==> src/hdl/tfp_pkg.sv <==
// Constants for the timer flag, period compare and fast clock control block
package tfp_pkg;

  // ****************************************
  // Register indices (byte address is four times the index)
  // ****************************************
  localparam logic [5:0] IDX_PLL_CTRL  = 6'h27;
  localparam logic [5:0] IDX_IRQ_FLAG  = 6'h38;
  localparam logic [5:0] IDX_IRQ_MASK  = 6'h39;
  localparam logic [5:0] IDX_PERIOD    = 6'h3a;
  localparam logic [5:0] IDX_TMR_CTRL  = 6'h3b;
  localparam logic [5:0] IDX_COUNTER   = 6'h3c;
  localparam logic [5:0] IDX_CMP_A     = 6'h3d;
  localparam logic [5:0] IDX_CMP_B     = 6'h3e;

  // ****************************************
  // Field positions
  // ****************************************
  localparam int BIT_CMP_A      = 6;
  localparam int BIT_CMP_B      = 5;
  localparam int BIT_OVF        = 2;
  localparam int BIT_LOW_SPEED  = 7;
  localparam int BIT_FAST_SEL   = 2;
  localparam int BIT_PLL_EN     = 1;
  localparam int BIT_PLL_LOCKED = 0;
  localparam int BIT_RUN        = 0;
  localparam int BIT_PWM_A      = 1;
  localparam int BIT_PWM_B      = 2;
  localparam int BIT_CTC        = 3;

  // Writable and readable bits of the flag and mask registers and of the timer control register
  localparam logic [7:0] FLAG_BITS  = 8'h64;
  localparam logic [7:0] CTRL_BITS  = 8'h0f;

  // ****************************************
  // Reset values
  // ****************************************
  localparam logic [7:0] RST_BYTE   = 8'h00;
  localparam logic [7:0] RST_PERIOD = 8'hff;

  // ****************************************
  // Bus answers
  // ****************************************
  localparam logic [1:0] RESP_OKAY   = 2'h0;
  localparam logic [1:0] RESP_SLVERR = 2'h2;

  // ****************************************
  // Timing
  // ****************************************
  localparam int CLK_PERIOD_PS = 25000;
  localparam int LOCK_TIME_US  = 100;
  localparam int LOCK_CYC      = (LOCK_TIME_US * 1000000 + CLK_PERIOD_PS - 1) / CLK_PERIOD_PS;
  localparam int LOCK_W        = 12;

endpackage

==> src/hdl/tfp_top.sv <==
// Timer flags, period compare, counter and fast clock control behind AXI4-Lite
`timescale 1ns/100ps

// Operation
// Compare C match only when counting into value
// Software write never causes a compare match
// Clear-on-compare C resets counter on match
// Period compare is 8-bit read write
// Compare A request needs global, enable, flag
// Compare B request needs global, enable, flag
// Overflow request needs global, enable, flag
// Reserved mask, flag, PLL bits read zero
// Compare A flag set on match, cleared
// Compare B flag set on match, cleared
// Normal mode overflow sets overflow flag
// PWM mode compare C sets overflow flag
// Fast clock 64 MHz, low speed halves
// Software stops counter before low speed change
// Clock source bit picks fast or system
// Clock source set only while PLL enabled
// PLL enable starts PLL, reads one forced
// Lock bit set after 100 us
// Software enables, polls lock, then selects
// Zero writes and read-only writes ignored
module tfp_top
  import tfp_pkg::*;
#(
  parameter int ADDR_W = 8
) (
  // Clock and reset
  input  wire logic              clk,
  input  wire logic              rst,
  // AXI4-Lite write address and data
  input  wire logic [ADDR_W-1:0] s_axi_awaddr,
  input  wire logic              s_axi_awvalid,
  output logic                   s_axi_awready,
  input  wire logic [31:0]       s_axi_wdata,
  input  wire logic [3:0]        s_axi_wstrb,
  input  wire logic              s_axi_wvalid,
  output logic                   s_axi_wready,
  // AXI4-Lite write response
  output logic [1:0]             s_axi_bresp,
  output logic                   s_axi_bvalid,
  input  wire logic              s_axi_bready,
  // AXI4-Lite read
  input  wire logic [ADDR_W-1:0] s_axi_araddr,
  input  wire logic              s_axi_arvalid,
  output logic                   s_axi_arready,
  output logic [31:0]            s_axi_rdata,
  output logic [1:0]             s_axi_rresp,
  output logic                   s_axi_rvalid,
  input  wire logic              s_axi_rready,
  // CPU side
  input  wire logic              global_irq_en,
  input  wire logic              ack_cmp_a,
  input  wire logic              ack_cmp_b,
  input  wire logic              ack_ovf,
  output logic                   irq_cmp_a,
  output logic                   irq_cmp_b,
  output logic                   irq_ovf,
  // Fast clock side
  input  wire logic              fast_tick,
  input  wire logic              pll_is_sysclk,
  output logic                   pll_run,
  output logic                   fast_clk_active
);

  // ****************************************
  // Decode helpers
  // ****************************************
  function automatic logic idx_hit(input logic [ADDR_W-1:0] a, input logic [5:0] idx);
    idx_hit = (a[7:2] == idx);
  endfunction

  function automatic logic mapped(input logic [ADDR_W-1:0] a);
    mapped = idx_hit(a, IDX_PLL_CTRL) || idx_hit(a, IDX_IRQ_FLAG) ||
             idx_hit(a, IDX_IRQ_MASK) || idx_hit(a, IDX_PERIOD) ||
             idx_hit(a, IDX_TMR_CTRL) || idx_hit(a, IDX_COUNTER) ||
             idx_hit(a, IDX_CMP_A) || idx_hit(a, IDX_CMP_B);
  endfunction

  // ****************************************
  // State
  // ****************************************
  logic              aw_have_q, w_have_q;
  logic [ADDR_W-1:0] waddr_q;
  logic [7:0]        wbyte_q;
  logic              wlane_q;
  logic [7:0]        flag_q, flag_d, mask_q, period_q, ctrl_q, cnt_q, cmp_a_q, cmp_b_q;
  logic [7:0]        clr_pend_q;
  logic              low_speed_q, fast_sel_q, pll_en_q, locked_q, half_q;
  logic [LOCK_W-1:0] lock_cnt_q;
  logic [7:0]        cnt_d;

  // ****************************************
  // AXI4-Lite slave
  // ****************************************
  wire aw_hs  = s_axi_awvalid && s_axi_awready;
  wire w_hs   = s_axi_wvalid && s_axi_wready;
  wire do_wr  = aw_have_q && w_have_q && !s_axi_bvalid;
  wire wr_ok  = do_wr && wlane_q;
  wire wr_flag   = wr_ok && idx_hit(waddr_q, IDX_IRQ_FLAG);
  wire wr_mask   = wr_ok && idx_hit(waddr_q, IDX_IRQ_MASK);
  wire wr_period = wr_ok && idx_hit(waddr_q, IDX_PERIOD);
  wire wr_ctrl   = wr_ok && idx_hit(waddr_q, IDX_TMR_CTRL);
  wire wr_cnt    = wr_ok && idx_hit(waddr_q, IDX_COUNTER);
  wire wr_cmp_a  = wr_ok && idx_hit(waddr_q, IDX_CMP_A);
  wire wr_cmp_b  = wr_ok && idx_hit(waddr_q, IDX_CMP_B);
  wire wr_pll    = wr_ok && idx_hit(waddr_q, IDX_PLL_CTRL);

  always_ff @(posedge clk or posedge rst) begin
    if (rst) begin
      s_axi_awready <= 1'b1;
      s_axi_wready  <= 1'b1;
      aw_have_q     <= 1'b0;
      w_have_q      <= 1'b0;
      waddr_q       <= '0;
      wbyte_q       <= RST_BYTE;
      wlane_q       <= 1'b0;
      s_axi_bvalid  <= 1'b0;
      s_axi_bresp   <= RESP_OKAY;
    end else begin
      if (aw_hs) begin
        aw_have_q     <= 1'b1;
        waddr_q       <= s_axi_awaddr;
        s_axi_awready <= 1'b0;
      end
      if (w_hs) begin
        w_have_q     <= 1'b1;
        wbyte_q      <= s_axi_wdata[7:0];
        wlane_q      <= s_axi_wstrb[0];
        s_axi_wready <= 1'b0;
      end
      if (do_wr) begin
        aw_have_q    <= 1'b0;
        w_have_q     <= 1'b0;
        s_axi_bvalid <= 1'b1;
        s_axi_bresp  <= mapped(waddr_q) ? RESP_OKAY : RESP_SLVERR;
      end
      if (s_axi_bvalid && s_axi_bready) begin
        s_axi_bvalid  <= 1'b0;
        s_axi_awready <= 1'b1;
        s_axi_wready  <= 1'b1;
      end
    end
  end

  // Read value of each register, reserved bits zero
  wire [7:0] rd_pll = {low_speed_q, 4'h0, fast_sel_q, pll_en_q || pll_is_sysclk, locked_q};
  wire [7:0] rd_val =
      idx_hit(s_axi_araddr, IDX_PLL_CTRL) ? rd_pll :
      idx_hit(s_axi_araddr, IDX_IRQ_FLAG) ? (flag_q & FLAG_BITS) :
      idx_hit(s_axi_araddr, IDX_IRQ_MASK) ? (mask_q & FLAG_BITS) :
      idx_hit(s_axi_araddr, IDX_PERIOD)   ? period_q :
      idx_hit(s_axi_araddr, IDX_TMR_CTRL) ? ctrl_q :
      idx_hit(s_axi_araddr, IDX_COUNTER)  ? cnt_q :
      idx_hit(s_axi_araddr, IDX_CMP_A)    ? cmp_a_q :
      idx_hit(s_axi_araddr, IDX_CMP_B)    ? cmp_b_q : RST_BYTE;

  always_ff @(posedge clk or posedge rst) begin
    if (rst) begin
      s_axi_arready <= 1'b1;
      s_axi_rvalid  <= 1'b0;
      s_axi_rdata   <= '0;
      s_axi_rresp   <= RESP_OKAY;
    end else if (s_axi_arvalid && s_axi_arready) begin
      s_axi_arready <= 1'b0;
      s_axi_rvalid  <= 1'b1;
      s_axi_rdata   <= {24'h000000, rd_val};
      s_axi_rresp   <= mapped(s_axi_araddr) ? RESP_OKAY : RESP_SLVERR;
    end else if (s_axi_rvalid && s_axi_rready) begin
      s_axi_rvalid  <= 1'b0;
      s_axi_arready <= 1'b1;
    end
  end

  // ****************************************
  // PLL control and lock
  // ****************************************
  wire pll_on = pll_en_q || pll_is_sysclk;

  always_ff @(posedge clk or posedge rst) begin
    if (rst) begin
      low_speed_q <= 1'b0;
      fast_sel_q  <= 1'b0;
      pll_en_q    <= 1'b0;
      locked_q    <= 1'b0;
      lock_cnt_q  <= '0;
      half_q      <= 1'b0;
    end else begin
      if (wr_pll) begin
        low_speed_q <= wbyte_q[BIT_LOW_SPEED];
        pll_en_q    <= wbyte_q[BIT_PLL_EN];
        // Clock source may only rise while the PLL was already on
        fast_sel_q  <= wbyte_q[BIT_FAST_SEL] && (pll_on || fast_sel_q);
      end
      if (!pll_on) begin
        lock_cnt_q <= '0;
        locked_q   <= 1'b0;
      end else if (lock_cnt_q != LOCK_W'(LOCK_CYC)) begin
        lock_cnt_q <= lock_cnt_q + 1'b1;
      end else begin
        locked_q <= 1'b1;
      end
      if (fast_tick) begin
        half_q <= !half_q;
      end
    end
  end

  // Low speed passes every second fast tick
  wire fast_en = fast_tick && (!low_speed_q || half_q);
  wire tick    = ctrl_q[BIT_RUN] && (fast_sel_q ? fast_en : 1'b1);

  a_src_needs_pll: assert property (@(posedge clk) disable iff (rst)
    $rose(fast_sel_q) |-> $past(pll_en_q) || $past(pll_is_sysclk))
    else $error("clock source set without PLL enabled");

  a_lock_time: assert property (@(posedge clk) disable iff (rst)
    $rose(locked_q) |-> $past(lock_cnt_q) == LOCK_W'(LOCK_CYC) && $past(pll_on))
    else $error("PLL lock reported at wrong count");

  // ****************************************
  // Counter and compare
  // ****************************************
  wire pwm      = ctrl_q[BIT_PWM_A] || ctrl_q[BIT_PWM_B];
  wire wrap_c   = ctrl_q[BIT_CTC] || pwm;
  wire at_top   = (cnt_q == period_q);
  wire [7:0] nx = cnt_q + 8'h01;
  wire adv      = tick && !wr_cnt;
  wire match_c  = adv && !(wrap_c && at_top) && (nx == period_q);
  wire match_a  = adv && (cnt_d == cmp_a_q);
  wire match_b  = adv && (cnt_d == cmp_b_q);
  wire ovf_ev   = pwm ? match_c : (adv && cnt_q == 8'hff && !(wrap_c && at_top));

  always_comb begin
    cnt_d = cnt_q;
    if (wr_cnt) begin
      cnt_d = wbyte_q;
    end else if (tick) begin
      cnt_d = (wrap_c && at_top) ? 8'h00 : nx;
    end
  end

  always_ff @(posedge clk or posedge rst) begin
    if (rst) begin
      cnt_q    <= RST_BYTE;
      period_q <= RST_PERIOD;
      ctrl_q   <= RST_BYTE;
      cmp_a_q  <= RST_BYTE;
      cmp_b_q  <= RST_BYTE;
      mask_q   <= RST_BYTE;
    end else begin
      cnt_q <= cnt_d;
      if (wr_period) period_q <= wbyte_q;
      if (wr_ctrl)   ctrl_q   <= wbyte_q & CTRL_BITS;
      if (wr_cmp_a)  cmp_a_q  <= wbyte_q;
      if (wr_cmp_b)  cmp_b_q  <= wbyte_q;
      if (wr_mask)   mask_q   <= wbyte_q & FLAG_BITS;
    end
  end

  a_match_on_count: assert property (@(posedge clk) disable iff (rst)
    match_c |=> cnt_q == period_q && $past(cnt_q) != period_q)
    else $error("compare C match without counting into value");

  a_write_no_match: assert property (@(posedge clk) disable iff (rst)
    wr_cnt |-> !match_c && !match_a && !match_b)
    else $error("software write produced a match");

  a_ctc_clear: assert property (@(posedge clk) disable iff (rst)
    ctrl_q[BIT_CTC] && tick && !wr_cnt && at_top |=> cnt_q == 8'h00)
    else $error("clear on compare C did not zero counter");

  // ****************************************
  // Flags and interrupt requests
  // ****************************************
  wire [7:0] set_v = {1'b0, match_a, match_b, 2'b00, ovf_ev, 2'b00};
  wire [7:0] ack_v = {1'b0, ack_cmp_a, ack_cmp_b, 2'b00, ack_ovf, 2'b00};

  // Set wins over both clears
  assign flag_d = ((flag_q & ~(clr_pend_q | ack_v)) | set_v) & FLAG_BITS;

  always_ff @(posedge clk or posedge rst) begin
    if (rst) begin
      flag_q     <= RST_BYTE;
      clr_pend_q <= RST_BYTE;
      irq_cmp_a  <= 1'b0;
      irq_cmp_b  <= 1'b0;
      irq_ovf    <= 1'b0;
      pll_run    <= 1'b0;
      fast_clk_active <= 1'b0;
    end else begin
      flag_q     <= flag_d;
      // Write-one clears act one cycle later, zeros change nothing
      clr_pend_q <= wr_flag ? (wbyte_q & FLAG_BITS) : RST_BYTE;
      irq_cmp_a  <= global_irq_en && mask_q[BIT_CMP_A] && flag_q[BIT_CMP_A];
      irq_cmp_b  <= global_irq_en && mask_q[BIT_CMP_B] && flag_q[BIT_CMP_B];
      irq_ovf    <= global_irq_en && mask_q[BIT_OVF] && flag_q[BIT_OVF];
      pll_run    <= pll_on;
      fast_clk_active <= fast_sel_q;
    end
  end

  a_irq_a_gate: assert property (@(posedge clk) disable iff (rst)
    irq_cmp_a == $past(global_irq_en && mask_q[BIT_CMP_A] && flag_q[BIT_CMP_A]))
    else $error("compare A request mismatch");

  a_irq_b_gate: assert property (@(posedge clk) disable iff (rst)
    irq_cmp_b |-> $past(global_irq_en) && $past(mask_q[BIT_CMP_B]) && $past(flag_q[BIT_CMP_B]))
    else $error("compare B request without cause");

  a_irq_ovf_gate: assert property (@(posedge clk) disable iff (rst)
    global_irq_en && mask_q[BIT_OVF] && flag_q[BIT_OVF] |=> irq_ovf)
    else $error("overflow request missing");

  a_flag_a_set: assert property (@(posedge clk) disable iff (rst)
    match_a |=> flag_q[BIT_CMP_A])
    else $error("compare A flag not set");

  a_flag_a_wclr: assert property (@(posedge clk) disable iff (rst)
    wr_flag && wbyte_q[BIT_CMP_A] && !match_a ##1 !match_a |=> !flag_q[BIT_CMP_A])
    else $error("compare A flag not cleared by write");

  a_flag_b_ack: assert property (@(posedge clk) disable iff (rst)
    ack_cmp_b && !match_b |=> !flag_q[BIT_CMP_B])
    else $error("compare B flag not cleared by vector");

  a_ovf_pwm: assert property (@(posedge clk) disable iff (rst)
    pwm && match_c |=> flag_q[BIT_OVF])
    else $error("PWM compare C did not set overflow flag");

  a_flag_zero_keep: assert property (@(posedge clk) disable iff (rst)
    wr_flag && !wbyte_q[BIT_OVF] && flag_q[BIT_OVF] && !ack_ovf ##1 !ack_ovf |=> flag_q[BIT_OVF])
    else $error("zero write changed overflow flag");

  a_mask_rsvd: assert property (@(posedge clk) disable iff (rst)
    mask_q[7] == 1'b0 && mask_q[0] == 1'b0 && flag_q[7] == 1'b0 && flag_q[0] == 1'b0)
    else $error("reserved bit stored");

endmodule // tfp_top

==> config.mk <==
export PLATFORM = sky130hd
export DESIGN_NAME = tfp_top
export DESIGN_NICKNAME = d
export VERILOG_FILES = /design/src/hdl/tfp_pkg.sv /design/src/hdl/tfp_top.sv
export SDC_FILE = /design/constraint.sdc
export NUM_CORES = 1
export LEC_CHECK = 0
export BUFFER_PORTS_ARGS = -buffer_cell sky130_fd_sc_hd__buf_2
export CAP_MARGIN = 20
export CORE_ASPECT_RATIO = 1.4
export CORE_MARGIN = 4
export CORE_UTILIZATION = 55
export CTS_CLUSTER_SIZE = 14
export DETAILED_ROUTE_END_ITERATION = 8
export HOLD_SLACK_MARGIN = 0.02
export PLACE_DENSITY = 0.84
export SYNTH_ARGS = -nofsm -noshare
export SYNTH_HDL_FRONTEND = slang
export SYNTH_SLANG_ARGS = --single-unit
==> constraint.sdc <==
create_clock -name clk -period 7.76 [get_ports clk]
set_clock_uncertainty 0.15 [all_clocks]
set_input_delay 1.552 -clock clk [delete_from_list [all_inputs] [get_ports clk]]
set_output_delay 1.552 -clock clk [all_outputs]
set_load 0.02 [all_outputs]
==> flow_metrics.py <==
metrics = {
    "placed_design": {
        "place_congestion": 0.950,
        "portBuffers": 53,
        "dp_slack_ps": 3860,
        "dp_hpwl_microns": 9490,
        "dp.cells": 718,
    },
    "layout": {
        "diodes": 0,
        "layout_common_cells": "88 x dfrtp_1, 54 x buf_2, 50 x nor2_1",
        "nets": 666,
        "final_common_cell": "dfrtp_1",
        "final_util": 0.630,
        "instances_no_fill": 735,
        "area_delta_synth_final_pct": 10.3,
        "drive_gt1_frac": 0.247,
    },
    "critical_path": {
        "critPathKind": "input port to register",
        "worst_ep_arrival_time_ps": 3740,
        "crit_path_end_kind": "register",
        "critical_path_required_ps": 7900,
        "r2r-start": "cnt_q[0]$_DFF_PP0_",
        "worst_path_max_delay_cell": "nor4_1",
        "critPathBufInv": 1,
        "cp-start-kind": "input port",
        "r2r_setup_slack_ps": 4930,
        "path_cells": "buf_2, nand2b_1, and3_1, and3_1, nor4_1, a2111oi_4, nor4_1, a31o_1",
        "worstRegToRegCells": 7,
        "critPathMaxStageDelay_ps": 490,
        "crit_fanout": 8,
        "crit-reg2reg-capture": "flag_q[2]$_DFF_PP0_",
        "critPathTopFamily": "simple AND/OR/NAND/NOR gates",
    },
    "sta": {
        "fmax_ghz": 0.278,
        "worst_slack_ps": 4160,
        "finalCritPeriodShare": 0.464,
        "hold_viol": 0,
        "drv_slew": 0,
        "setup-tns-final_ps": 0,
        "fin_crit_ps": 3600,
        "setup_viol": 0,
        "tightest_slew_ps": 924,
        "rsz0062_at_grt": "no",
        "maxSlewHeadroom": 0.384,
    },
    "global_routing": {
        "grt_pass1_vias": 4125,
        "gr-usage-all-layers": 0.226,
        "grt_max_degree": 75,
        "grt_antenna_before_repair": 0,
        "grt_pass1_wl_microns": 20800,
        "grt_overflow": 0,
    },
    "yosys": {
        "synthArstFlopShare": 1.00,
        "synth_area_per_cell_sq_um": 9.95,
        "syn_inst": 552,
        "syn-cell-area_sq_um": 5490,
        "ys_seq_elements": 99,
        "ys_types": 66,
        "ys.flop_type": "dfrtp_1",
        "seq_area_frac_synth": 0.454,
        "ys_warn_count": 0,
        "synth_edf_count": 0,
    },
    "clock_tree": {
        "cts_tree": "done",
        "cts.sinks": 99,
        "clkLatencyLatePin_ps": 350,
        "postCtsSetupRepairBufs": 0,
        "clkSlewWorstSetupHoldPaths_ps": 60,
        "hold_buffers": 0,
        "cts_htree_levels": 3,
        "cts_buffer_depth": 2,
        "cts_root_buffer": "clkbuf_16",
        "post_cts_resized": 0,
        "cts_buffers": 9,
    },
    "die": {
        "io_pins": 111,
        "coreArea_sq_um": 9620,
        "die_w_microns": 92.5,
        "fp.dieArea_sq_um": 11700,
        "initial_core_util": 0.571,
        "rows": 42,
        "fp.dieH_microns": 126,
    },
    "pwr": {
        "pwr-share-clk": 0.282,
        "powerDensity_nw_per_um2": 258,
        "power_switching_uw": 524,
        "p_seq_frac": 0.481,
        "ir_worst_vdd_uv": 173,
        "p_comb_frac": 0.237,
        "internal-power_uw": 1040,
        "power.leakage_uw": 0.00271,
        "swShare": 0.335,
    },
    "route": {
        "drc_errors": 0,
        "vias_per_cell": 5.86,
        "dr.pass1.iters": 5,
        "routed_wl_microns": 12800,
        "vias": 4305,
        "drt_iter0_markers": 267,
        "post_drt_wl_per_cell_microns": 17.5,
        "final_antenna_net_count": 0,
    },
    "job": {
        "maxCapViolCount": 0,
    },
    "status": {
        "status": "finished clean",
    },
    "worst_hold_path": {
        "hold_end": "s_axi_rdata[4]$_DFFE_PP0P_",
        "holdCritPathClass": "register to register",
        "min_from": "s_axi_rdata[4]$_DFFE_PP0P_",
        "hold_depth": 2,
    },
}
## metal layers
layer  global-route usage  part of all wire  wire (microns)  vias up
met5                    0                 0               0        -
met4               0.0962             0.033             430        0
met3               0.0358             0.053             683       32
met2                0.393              0.51            6590      177
met1                0.276              0.40            5130     2090
li1                     -                 -               -     2006
## area by class of cell
type                            instances  area, sq um
Sequential cell                        99         2490
Tap cell                              132          165
Clock inverter                          6         67.6
Clock buffer                           10          229
Timing Repair Buffer                   57          293
Inverter                               18         70.1
Fill cell                             811         3560
Multi-Input combinational cell        413         2740
## cells by family (layout without fill, tap and decap cells)
| logic type | after synthesis | count (layout) | synth area share |
|---|---|---|---|
| AOI/OAI and AO/OA | 99 | 99 | 0.121 |
| xor gates and xnor gates | 29 | 29 | 0.0476 |
| buffers and inverters | 65 | 91 | 0.0647 |
| muxes | 54 | 54 | 0.112 |
| other | 1 | 26 | 0.000683 |
| adders and majority gates | 3 | 3 | 0.00683 |
| and+or+nand+nor | 202 | 202 | 0.195 |
| DFF | 99 | 99 | 0.454 |
## power by group through the flow
stage / clock network, uW / logic [uW] / registers (uW)
after CTS: 447 / 371 / 747
after detailed placement: 0 / 369 / 755
final: 440 / 370 / 751
after global placement: 0 / 359 / 747
after global routing: 471 / 412 / 764
after floorplan: 0 / 315 / 706
## cells in the mapped netlist, drive strengths merged (15+ instances only)
library cell | n | share of area
mux2 | 48 | 0.098
o21ai | 29 | 0.026
nand3 | 15 | 0.014
and3 | 17 | 0.020
buf | 32 | 0.042
dfrtp | 88 | 0.40
inv | 18 | 0.012
a21oi | 26 | 0.024
nor2 | 50 | 0.034
nand2 | 46 | 0.031
clkbuf | 15 | 0.010
xnor2 | 22 | 0.036
## through the flow
stage	instance area, sq um	hold WS, ps	total power [uW]
global placement	5750	303	1110
global route	6060	368	1650
detailed placement	5750	313	1120
floorplan	5590	282	1020
finish	6060	327	1560
CTS	6050	332	1570
## worst max path at each step
| stage | depth (start not counted) | endpoint | slack, ps | start |
|---|---|---|---|---|
| 3_3_place_gp | 8 | flag_q[5]$_DFF_PP0_ | 3900 | fast_tick |
| 6_report | 8 | flag_q[5]$_DFF_PP0_ | 4160 | fast_tick |
| 5_1_grt | 8 | s_axi_rdata[5]$_DFFE_PP0P_ | 4080 | s_axi_araddr[3] |
| 3_5_place_dp | 8 | flag_q[5]$_DFF_PP0_ | 3860 | fast_tick |
| 2_1_floorplan | 1 | aw_have_q$_DFFE_PP0P_ | 3490 | rst |
| 4_1_cts | 8 | flag_q[5]$_DFF_PP0_ | 4200 | fast_tick |
## flip-flops by register name, summed over array words and instances, names as in the netlist, 3 cells and up
signal / cells
mask_q: 3
wbyte_q: 8
clr_pend_q: 3
cmp_b_q: 8
s_axi_rdata: 8
cnt_q: 8
lock_cnt_q: 12
period_q: 8
flag_q: 3
ctrl_q: 4
cmp_a_q: 8
waddr_q: 6
## tightest hold or removal path, cell delays in order (launching register included)
cell     delay, ps
dfrtp_1        330
nand2_1         50
o21ai_0         60
Note: power is estimated with default switching activity, not from simulation.
